[src/hw/lbpc_pkg.sv]
package lbpc_pkg;
  // sfr addresses on the core's internal bus
  localparam logic [7:0] ADDR_DISPLAY_CONFIG = 8'h95;
  localparam logic [7:0] ADDR_PIN_SELECT_LOW = 8'h97;
  localparam logic [7:0] ADDR_VOLTAGE_CONFIG = 8'h9c;
  localparam logic [7:0] ADDR_SEG_POINTER = 8'hac;
  localparam logic [7:0] ADDR_SEG_DATA = 8'hae;
  localparam logic [7:0] ADDR_FREEZE_CONFIG = 8'hb1;
  localparam logic [7:0] ADDR_PIN_SELECT_HIGH = 8'hed;
  // field positions
  localparam int DISPLAY_ON_BIT = 7;
  localparam int LOW_POWER_OFF_BIT = 6;
  localparam int MUX_LSB = 0;
  localparam int LADDER_SELECT_BIT = 6;
  localparam int BIAS_LSB = 0;
  localparam int BIAS_W = 6;
  localparam int FREEZE_BIT = 0;
  localparam int PTR_WRITE_BIT = 7;
  // reset values
  localparam logic [7:0] RST_DISPLAY_CONFIG = 8'h00;
  localparam logic [7:0] RST_VOLTAGE_CONFIG = 8'h00;
  localparam logic [7:0] RST_PIN_SELECT = 8'h00;
  localparam logic [7:0] RST_FREEZE_CONFIG = 8'h00;
  // segment memory geometry
  localparam int SEG_BYTES = 15;
  localparam int SEG_LINES = 29;
  localparam int FIXED_SEGS = 16;
  localparam int OPT_SEGS = 13;
  localparam logic [1:0] MUX_FOUR = 2'h3;
  // first shared pin index: common_line_three on 27, common_line_two on 28
  localparam int SHARED_COMMON_LINE_THREE_SEG = 27;
  localparam int SHARED_COMMON_LINE_TWO_SEG = 28;
endpackage : lbpc_pkg

[src/hw/lbpc_seg_mem.sv]
`timescale 1ns/1ps
`default_nettype none
module lbpc_seg_mem
  import lbpc_pkg::*;
(
  input wire logic clk_i,
  input wire logic rst_i,
  input wire logic wr_i,
  input wire logic [3:0] addr_i,
  input wire logic [7:0] wdata_i,
  output logic [7:0] rdata_o,
  output logic [SEG_BYTES*8-1:0] image_o
);
  logic [7:0] mem_r [SEG_BYTES];
  logic in_range;

  assign in_range = (addr_i < 4'(SEG_BYTES));
  assign rdata_o = in_range ? mem_r[addr_i] : 8'h00;

  // memory is only touched by reset and explicit pointer writes, never by display on/off
  genvar g;
  generate
    for (g = 0; g < SEG_BYTES; g++) begin : g_byte
      always_ff @(posedge clk_i or posedge rst_i) begin
        if (rst_i) begin
          mem_r[g] <= 8'h00;
        end else if (wr_i && addr_i == 4'(g)) begin
          mem_r[g] <= wdata_i;
        end
      end
      assign image_o[g*8 +: 8] = mem_r[g];
    end
  endgenerate
endmodule : lbpc_seg_mem
`default_nettype wire

[src/hw/lbpc_top.sv]
`timescale 1ns/1ps
`default_nettype none
module lbpc_top
  import lbpc_pkg::*;
(
  input wire logic clk_i,
  input wire logic rst_i,
  input wire logic sfr_wr_i,
  input wire logic sfr_rd_i,
  input wire logic [7:0] sfr_addr_i,
  input wire logic [7:0] sfr_wdata_i,
  output logic [7:0] sfr_rdata_o,
  output logic sfr_hit_o,
  input wire logic battery_power_mode_i,
  input wire logic reference_in_battery_enable_i,
  output logic display_active_o,
  output logic charge_pump_enable_o,
  output logic ladder_select_o,
  output logic [BIAS_W-1:0] bias_level_select_o,
  output logic [1:0] mux_mode_o,
  output logic [SEG_LINES-1:0] segment_pin_enable_o,
  output logic common_line_two_en_o,
  output logic common_line_three_en_o,
  output logic [SEG_BYTES*8-1:0] display_image_o
);
  logic [7:0] display_config_r;
  logic [7:0] voltage_config_r;
  logic [7:0] pin_select_low_r;
  logic [7:0] pin_select_high_r;
  logic [7:0] freeze_config_r;
  logic [7:0] seg_pointer_r;
  logic [7:0] seg_data_r;
  logic [7:0] seg_data_nxt;
  logic [BIAS_W-1:0] bias_level_r;
  logic [SEG_BYTES*8-1:0] shown_image_r;
  logic [SEG_BYTES*8-1:0] live_image;
  logic [7:0] mem_rdata;

  // address decode
  logic wr_dcfg, wr_vcfg, wr_psl, wr_psh, wr_frz, wr_ptr, wr_dat;
  assign wr_dcfg = sfr_wr_i && sfr_addr_i == ADDR_DISPLAY_CONFIG;
  assign wr_vcfg = sfr_wr_i && sfr_addr_i == ADDR_VOLTAGE_CONFIG;
  assign wr_psl = sfr_wr_i && sfr_addr_i == ADDR_PIN_SELECT_LOW;
  assign wr_psh = sfr_wr_i && sfr_addr_i == ADDR_PIN_SELECT_HIGH;
  assign wr_frz = sfr_wr_i && sfr_addr_i == ADDR_FREEZE_CONFIG;
  assign wr_ptr = sfr_wr_i && sfr_addr_i == ADDR_SEG_POINTER;
  assign wr_dat = sfr_wr_i && sfr_addr_i == ADDR_SEG_DATA;

  // pointer write with msb set copies data into memory
  logic mem_wr;
  assign mem_wr = wr_ptr && sfr_wdata_i[PTR_WRITE_BIT];

  lbpc_seg_mem u_mem (
    .clk_i(clk_i),
    .rst_i(rst_i),
    .wr_i(mem_wr),
    .addr_i(sfr_wdata_i[3:0]),
    .wdata_i(seg_data_r),
    .rdata_o(mem_rdata),
    .image_o(live_image)
  );

  // configuration registers; display on/off never clears them
  always_ff @(posedge clk_i or posedge rst_i) begin
    if (rst_i) begin
      display_config_r <= RST_DISPLAY_CONFIG;
      voltage_config_r <= RST_VOLTAGE_CONFIG;
      pin_select_low_r <= RST_PIN_SELECT;
      pin_select_high_r <= RST_PIN_SELECT;
      freeze_config_r <= RST_FREEZE_CONFIG;
      seg_pointer_r <= 8'h00;
    end else begin
      if (wr_dcfg) display_config_r <= sfr_wdata_i;
      if (wr_vcfg) voltage_config_r <= sfr_wdata_i;
      if (wr_psl) pin_select_low_r <= sfr_wdata_i;
      if (wr_psh) pin_select_high_r <= sfr_wdata_i;
      if (wr_frz) freeze_config_r <= sfr_wdata_i;
      if (wr_ptr) seg_pointer_r <= sfr_wdata_i;
    end
  end

  // data register: sfr write, or a read-back load from memory on pointer write with msb clear
  always_comb begin
    seg_data_nxt = seg_data_r;
    if (wr_dat) seg_data_nxt = sfr_wdata_i;
    if (wr_ptr && !sfr_wdata_i[PTR_WRITE_BIT]) seg_data_nxt = mem_rdata;
  end

  always_ff @(posedge clk_i or posedge rst_i) begin
    if (rst_i) seg_data_r <= 8'h00;
    else seg_data_r <= seg_data_nxt;
  end

  // freeze: panel keeps the last image while software rewrites memory
  always_ff @(posedge clk_i or posedge rst_i) begin
    if (rst_i) shown_image_r <= '0;
    else if (!freeze_config_r[FREEZE_BIT]) shown_image_r <= live_image;
  end
  assign display_image_o = shown_image_r;

  // bias level feeds only the pump reference, so a change needs no frame restart
  always_ff @(posedge clk_i or posedge rst_i) begin
    if (rst_i) bias_level_r <= '0;
    else bias_level_r <= voltage_config_r[BIAS_LSB +: BIAS_W];
  end

  // display state
  logic enable_bit, low_power_off, display_active;
  assign enable_bit = display_config_r[DISPLAY_ON_BIT];
  assign low_power_off = display_config_r[LOW_POWER_OFF_BIT];
  assign display_active = enable_bit && !(battery_power_mode_i && low_power_off);
  assign display_active_o = display_active;

  // ladder mode: pump and compensation both idle; in battery mode the pump
  // also needs the reference, which software must keep on
  assign ladder_select_o = voltage_config_r[LADDER_SELECT_BIT];
  assign charge_pump_enable_o = display_active && !ladder_select_o
                                && (!battery_power_mode_i || reference_in_battery_enable_i);
  assign bias_level_select_o = ladder_select_o ? '0 : bias_level_r;

  // pin assignment
  logic four_way;
  assign mux_mode_o = display_config_r[MUX_LSB +: 2];
  assign four_way = (mux_mode_o == MUX_FOUR);
  assign common_line_two_en_o = four_way;
  assign common_line_three_en_o = four_way;

  logic [OPT_SEGS-1:0] opt_sel;
  assign opt_sel = {pin_select_high_r[4:0], pin_select_low_r};
  genvar s;
  generate
    for (s = 0; s < SEG_LINES; s++) begin : g_pin
      if (s < FIXED_SEGS) begin : g_fixed
        assign segment_pin_enable_o[s] = 1'b1;
      end else if (s == SHARED_COMMON_LINE_THREE_SEG || s == SHARED_COMMON_LINE_TWO_SEG) begin : g_shared
        assign segment_pin_enable_o[s] = opt_sel[s-FIXED_SEGS] && !four_way;
      end else begin : g_opt
        assign segment_pin_enable_o[s] = opt_sel[s-FIXED_SEGS];
      end
    end
  endgenerate

  // read mux; unmapped addresses read zero with hit low
  logic [7:0] rd_mux;
  logic hit;
  always_comb begin
    rd_mux = 8'h00;
    hit = 1'b1;
    unique case (sfr_addr_i)
      ADDR_DISPLAY_CONFIG: rd_mux = display_config_r;
      ADDR_VOLTAGE_CONFIG: rd_mux = voltage_config_r;
      ADDR_PIN_SELECT_LOW: rd_mux = pin_select_low_r;
      ADDR_PIN_SELECT_HIGH: rd_mux = pin_select_high_r;
      ADDR_FREEZE_CONFIG: rd_mux = freeze_config_r;
      ADDR_SEG_POINTER: rd_mux = seg_pointer_r;
      ADDR_SEG_DATA: rd_mux = seg_data_r;
      default: hit = 1'b0;
    endcase
  end
  assign sfr_rdata_o = sfr_rd_i ? rd_mux : 8'h00;
  assign sfr_hit_o = (sfr_rd_i || sfr_wr_i) && hit;
endmodule : lbpc_top
`default_nettype wire

[config.mk]
export PLATFORM = sky130hd
export DESIGN_NAME = lbpc_top
export DESIGN_NICKNAME = d
export VERILOG_FILES = /design/src/hw/lbpc_pkg.sv /design/src/hw/lbpc_seg_mem.sv /design/src/hw/lbpc_top.sv
export SDC_FILE = /design/constraint.sdc
export NUM_CORES = 1
export LEC_CHECK = 0
export ABC_AREA = 1
export BUFFER_PORTS_ARGS = -buffer_cell sky130_fd_sc_hd__buf_2
export CORE_ASPECT_RATIO = 1.2
export CORE_UTILIZATION = 57
export DETAILED_ROUTE_END_ITERATION = 8
export PLACE_DENSITY = 0.8
export REMOVE_ABC_BUFFERS = 1
export SETUP_SLACK_MARGIN = 0.05
export SLEW_MARGIN = 20
export SYNTH_ARGS = -nofsm -noshare
export SYNTH_HDL_FRONTEND = slang
export SYNTH_SLANG_ARGS = --single-unit
[constraint.sdc]
create_clock -name clk_i -period 10.9 [get_ports clk_i]
set_input_delay 0.545 -clock clk_i [delete_from_list [all_inputs] [get_ports clk_i]]
set_output_delay 0.545 -clock clk_i [all_outputs]
set_load 0.02 [all_outputs]
**Word level (Yosys, flattened, before mapping)**

Cells that the tools add are included.

- Reduce and logical (&&, ||, !) cells: 41
- Equality and inequality tests: 22
- Multiplexer cells: 10
- $lt $le $gt $ge: 2
- Bitwise operators: 1

Operators with widths:

| cell | count |
|---|---|
| $eq 8x8->1 const B | 7 |
| $pmux 8 s7 | 1 |
| $mux 8 | 6 |
| $bmux 8 s4 | 1 |
| $logic_and 1x1->1 | 31 |
| $eq 4x4->1 const B | 7 |
| $eq 4x3->1 const B | 4 |
| $eq 4x2->1 const B | 2 |
| $reduce_or 7->1 | 1 |
| $mux 6 | 1 |
| $ge 5x5->1 const B | 1 |
| $logic_not 1->1 | 5 |
| $not 4->5 | 1 |
| $eq 4x1->1 const B | 1 |
| $logic_not 4->1 | 1 |
| $lt 4x4->1 const B | 1 |
| $eq 2x2->1 const B | 1 |
| $logic_or 1x1->1 | 2 |
| $reduce_bool 2->1 | 1 |
| $mux 1 | 1 |

- Input bits: 22
- Word-level logic and storage cells: 100
- Bits in registers: 302

**Logic depth before layout (Yosys ltp)**

- Word-level depth: 6
- Mapped depth: 11
- Gate-level depth less buffers: 10

**By module**

A second synthesis with hierarchy kept.

- Cell total of the unflattened synthesis: 1,720
- Area, all modules: 13,750.7 µm²

Modules (own cells, without submodules):

| module | instances | cells an instance | area each (µm²) |
|---|---|---|---|
| lbpc_top | 1 | 955 | 7,931.4 |
| lbpc_seg_mem | 1 | 765 | 5,819.3 |

**Worst setup path after synthesis**

No wires, ideal clock.

- Path type: input to output
- Start: input port sfr_addr_i[6]
- End: output port sfr_rdata_o[0]
- Path slack: 8.612 ns
- Arrival: 1.743 ns
- Required time: 10.355 ns
- Stages on the path: 8
- Cells stage by stage: inv_1 > nand2_1 > nor3_2 > clkbuf_1 > nand3_1 > o21ai_0 > nor2_1 > a21oi_1

- Word-level cells in the longest chain between the ends: 3
- Elaborated cells between the ends (all ways): 9
- Those cells by class: eq/ne: 7; mux: 2

Ends and longest elaborated chain:

| what | RTL line | text |
|---|---|---|
| start, declared | lbpc_top.sv:10 | `input wire logic [7:0] sfr_addr_i,` |
| $eq 8x8->1 | lbpc_top.sv:149 | `unique case (sfr_addr_i)` |
| $pmux 8 s7 (*) | lbpc_top.sv:149 |  |
| $mux 8 (*) | lbpc_top.sv:160 | `assign sfr_rdata_o = sfr_rd_i ? rd_mux : 8'h00;` |
| end, declared | lbpc_top.sv:12 | `output logic [7:0] sfr_rdata_o,` |

Every way passes the cells marked *; elsewhere a longest branch is shown, timed or not.

**Final worst setup path**

- Start: register freeze_config_r[0]
- End: output port sfr_rdata_o[0]

- Word-level cells in the longest chain between the ends: 2

Ends and longest elaborated chain:

| what | RTL line | text |
|---|---|---|
| start, declared | lbpc_top.sv:30 | `logic [7:0] freeze_config_r;` |
| start signal, assigned | lbpc_top.sv:77 | `if (wr_frz) freeze_config_r <= sfr_wdata_i;` |
| $pmux 8 s7 | lbpc_top.sv:149 |  |
| $mux 8 | lbpc_top.sv:160 |  |

Every way passes these cells.

==> qor.txt <==
run status - complete, no violations
All-Layer GR Usage - 0.298
Final HPWL DP - 22700 µm
fmax - 0.318 GHz
grt ovf - 0
die area - 0.0241 mm²
FILL cells - 1912
vias in the first global route - 10600
Sw Pwr - 575 µW
CP max-delay cell - dfrtp_4
net count reported at finish - 1810
Mapped Area - 0.0134 mm²
Setup Skew - 0.00835 ns
Remaining DRCs - 0
Pint - 1910 µW
Final setup viols - 0
cts bufs inserted - 29
CTS tree - built
WS Path Type - reg2out
Worst VDD drop - 118 µV
Static Leak - 0.00860 µW
Ports - 193
first-pass GRT wire length - 56200 µm
total negative slack - 0 ns
CP Cell Sequence - inv_2, buf_6, o22ai_1, nor2_1, a21oi_1, buf_2
gpl congestion - 0.940
clk root buf - clkbuf_16
drt total wl - 34900 µm
Setup WS pre-CTS - 7.90 ns
vias post-DR - 11400
slowest stage delay, CP - 0.67 ns
setup ws final - 7.75 ns
maximum fanout along the worst path - 114
minimum hold slack - 0.188 ns
Worst Max-Slew Pin Slew - 1.05 ns
Synth Register Bits - 302
CP startpoint kind - flop
area occupied by multi-input gates - 0.00505 mm²
post-synth top area share - 0.564
# hold bufs at CTS - 0
Post-CTS Resized - 0
Max Root-Sink Buffers - 3
DR pass1 iterations - 6
antenna cells - 0
Starting Density - 0.579
Final Max Tran Viols - 0
register area share after synthesis - 0.564
port bufs - 176
min Tclk post-route - 3.15 ns
Sequential Power Share - 0.467
# clock sinks - 302
CP arrival - 2.60 ns
Logic pwr share - 0.058
Sw Share - 0.232
Area Growth Syn to Fin - 14.9%
RSZ-0062 raised after global routing - no
CTS clk-pin slew, worst paths - 0.06 ns
data required time at the worst endpoint - 10.36 ns
syn avg cell area - 8.04 µm²
Fin. Hold Viols - 0
Synth area leader - dfrtp_1
clock network fraction of total power - 0.475
Core Box Area - 0.0231 mm²
yosys warns - 0
Chip Height - 170 µm
hold crit path type - in2async
drt via density - 5.36
top post-synthesis cells by area - dfrtp_1 56%, nand2_1 23%, o21ai_0 4.0%
sequential cell area - 0.00756 mm²
Final Cycle Share - 0.289
Setup crit end kind - output pin
initial antenna violation count - 0
# H-tree levels - 1
maxcap violations - 0
antenna-violating nets left - 0
drt initial violations - 1036
layout cells sized above 1 - 0.149
pin count of the biggest net entering global routing - 140
Mapped Cells - 1665
worst slew margin relative to its limit - 0.299
setup bufs post-CTS - 0
count of unique library cells instantiated by Yosys - 27
Power per Cell Area - 161 mW/mm²
clk_lat worst skew - 0.55 ns
routed length per instance - 16.4 µm
FP Rows - 61
die width - 142 µm
[cell families (layout without fill, tap and decap cells)]
| family | after synthesis | count (layout) | synth area share |
|---|---|---|---|
| AND/OR/NAND/NOR | 938 | 938 | 0.280 |
| flip-flops | 302 | 302 | 0.564 |
| AO/OA/AOI/OAI | 238 | 238 | 0.0924 |
| buffers and inverters | 186 | 316 | 0.0626 |
| other | 1 | 16 | 0.000280 |
[power by group through the flow]
stage	Clock, µW	Combinational [µW]	Sequential (µW)
after floorplan	0	73.5	1190
after global placement	0	142	1180
after detailed placement	0	144	1180
after CTS	1190	145	1160
after global routing	1240	160	1160
final	1180	145	1160
[Yosys cell counts]
cell type,number
dfrtp_1,302
inv_1,73
conb_1,1
buf_2,30
nand2_1,818
buf_4,24
nand3_1,37
nand2_4,4
nand2_2,8
buf_1,9
o21ai_1,88
nand3_4,6
o2111ai_1,1
nor3_1,3
nand3_2,1
buf_6,1
nor2_2,6
clkinv_4,1
o21a_1,16
o21ai_0,106
a21oi_1,25
clkbuf_1,43
nor2_4,3
nor3_2,1
nor2_1,51
o22ai_1,2
clkinv_1,5
[per-layer routing]
metal	part of all wire	track usage
met1	0.42	0.405
met4	0.044	0.137
met3	0.064	0.0332
met2	0.47	0.484
met5	0	0
[metrics by stage]
stage,total power (µW),cells,util,area (µm²)
after floorplan,1260,1573,-,12900
after global placement,1320,2072,0.616,14300
after detailed placement,1320,2072,0.616,14300
after CTS,2490,2125,0.665,15400
after global routing,2560,2125,0.665,15400
final,2480,2125,0.665,15400
[cell type report]
type,instances,share of cell area
Tap cell,315,0.0256
Sequential cell,302,0.491
Timing Repair Buffer,184,0.0616
Clock buffer,33,0.0494
Clock inverter,20,0.0237
Inverter,79,0.0201
Multi-Input combinational cell,1192,0.328
[worst paths after layout]
path                       cells past startpoint             endpoint                 from  slack, ns
min reg2reg                                    0      bias_level_r[5]  voltage_config_r[5]       0.38
max reg2reg                                    2  display_image_o[37]   freeze_config_r[0]       8.96
max                                            6       sfr_rdata_o[0]   freeze_config_r[0]       7.75
max in group asynchronous                      3      bias_level_r[4]                rst_i       9.17
min                                            2  display_image_o[42]                rst_i       0.19
min in group clk_i                             3  voltage_config_r[5]       sfr_wdata_i[5]       0.33
[state kept, by name, indices dropped and copies added (netlist names), 8 cells and up]
signal / flops
seg_pointer_r: 8
u_mem.image_o: 120
seg_data_r: 8
display_config_r: 8
freeze_config_r: 8
voltage_config_r: 8
pin_select_high_r: 8
pin_select_low_r: 8
display_image_o: 120
[critical path: cells and delay by family (launching register included)]
kind,cells,cell delay (ns)
AOI/OAI and AO/OA,2,0.31
and+or+nand+nor,1,0.14
DFF,1,0.67
buffers and inverters,3,0.89
[cells in the final DEF, fill, tap and decap left out, types with 2 or more instances in the layout]
| cell type | netlist | final |
|---|---|---|
| buf_6 | 1 | 2 |
| clkbuf_1 | 43 | 2 |
| conb_1 | 1 | 16 |
| nand3_1 | 37 | 37 |
| o21a_1 | 16 | 16 |
| nor2_2 | 6 | 6 |
| clkinvlp_4 | 0 | 3 |
| nand2_2 | 8 | 8 |
| nand3_4 | 6 | 6 |
| nand2_4 | 4 | 4 |
| buf_2 | 30 | 176 |
| inv_2 | 0 | 2 |
| o21ai_1 | 88 | 88 |
| o22ai_1 | 2 | 2 |
| clkbuf_8 | 0 | 2 |
| nand2_1 | 818 | 818 |
| inv_1 | 73 | 72 |
| clkinv_1 | 5 | 3 |
| clkinv_2 | 0 | 5 |
| nor3_1 | 3 | 3 |
| dfrtp_1 | 302 | 301 |
| clkinv_4 | 1 | 3 |
| o21ai_0 | 106 | 106 |
| buf_4 | 24 | 6 |
| a21oi_1 | 25 | 25 |
| bufinv_16 | 0 | 10 |
| clkbuf_16 | 0 | 29 |
| nor2_4 | 3 | 3 |
| nor2_1 | 51 | 51 |
No activity file was read; power rests on OpenSTA's default activity.
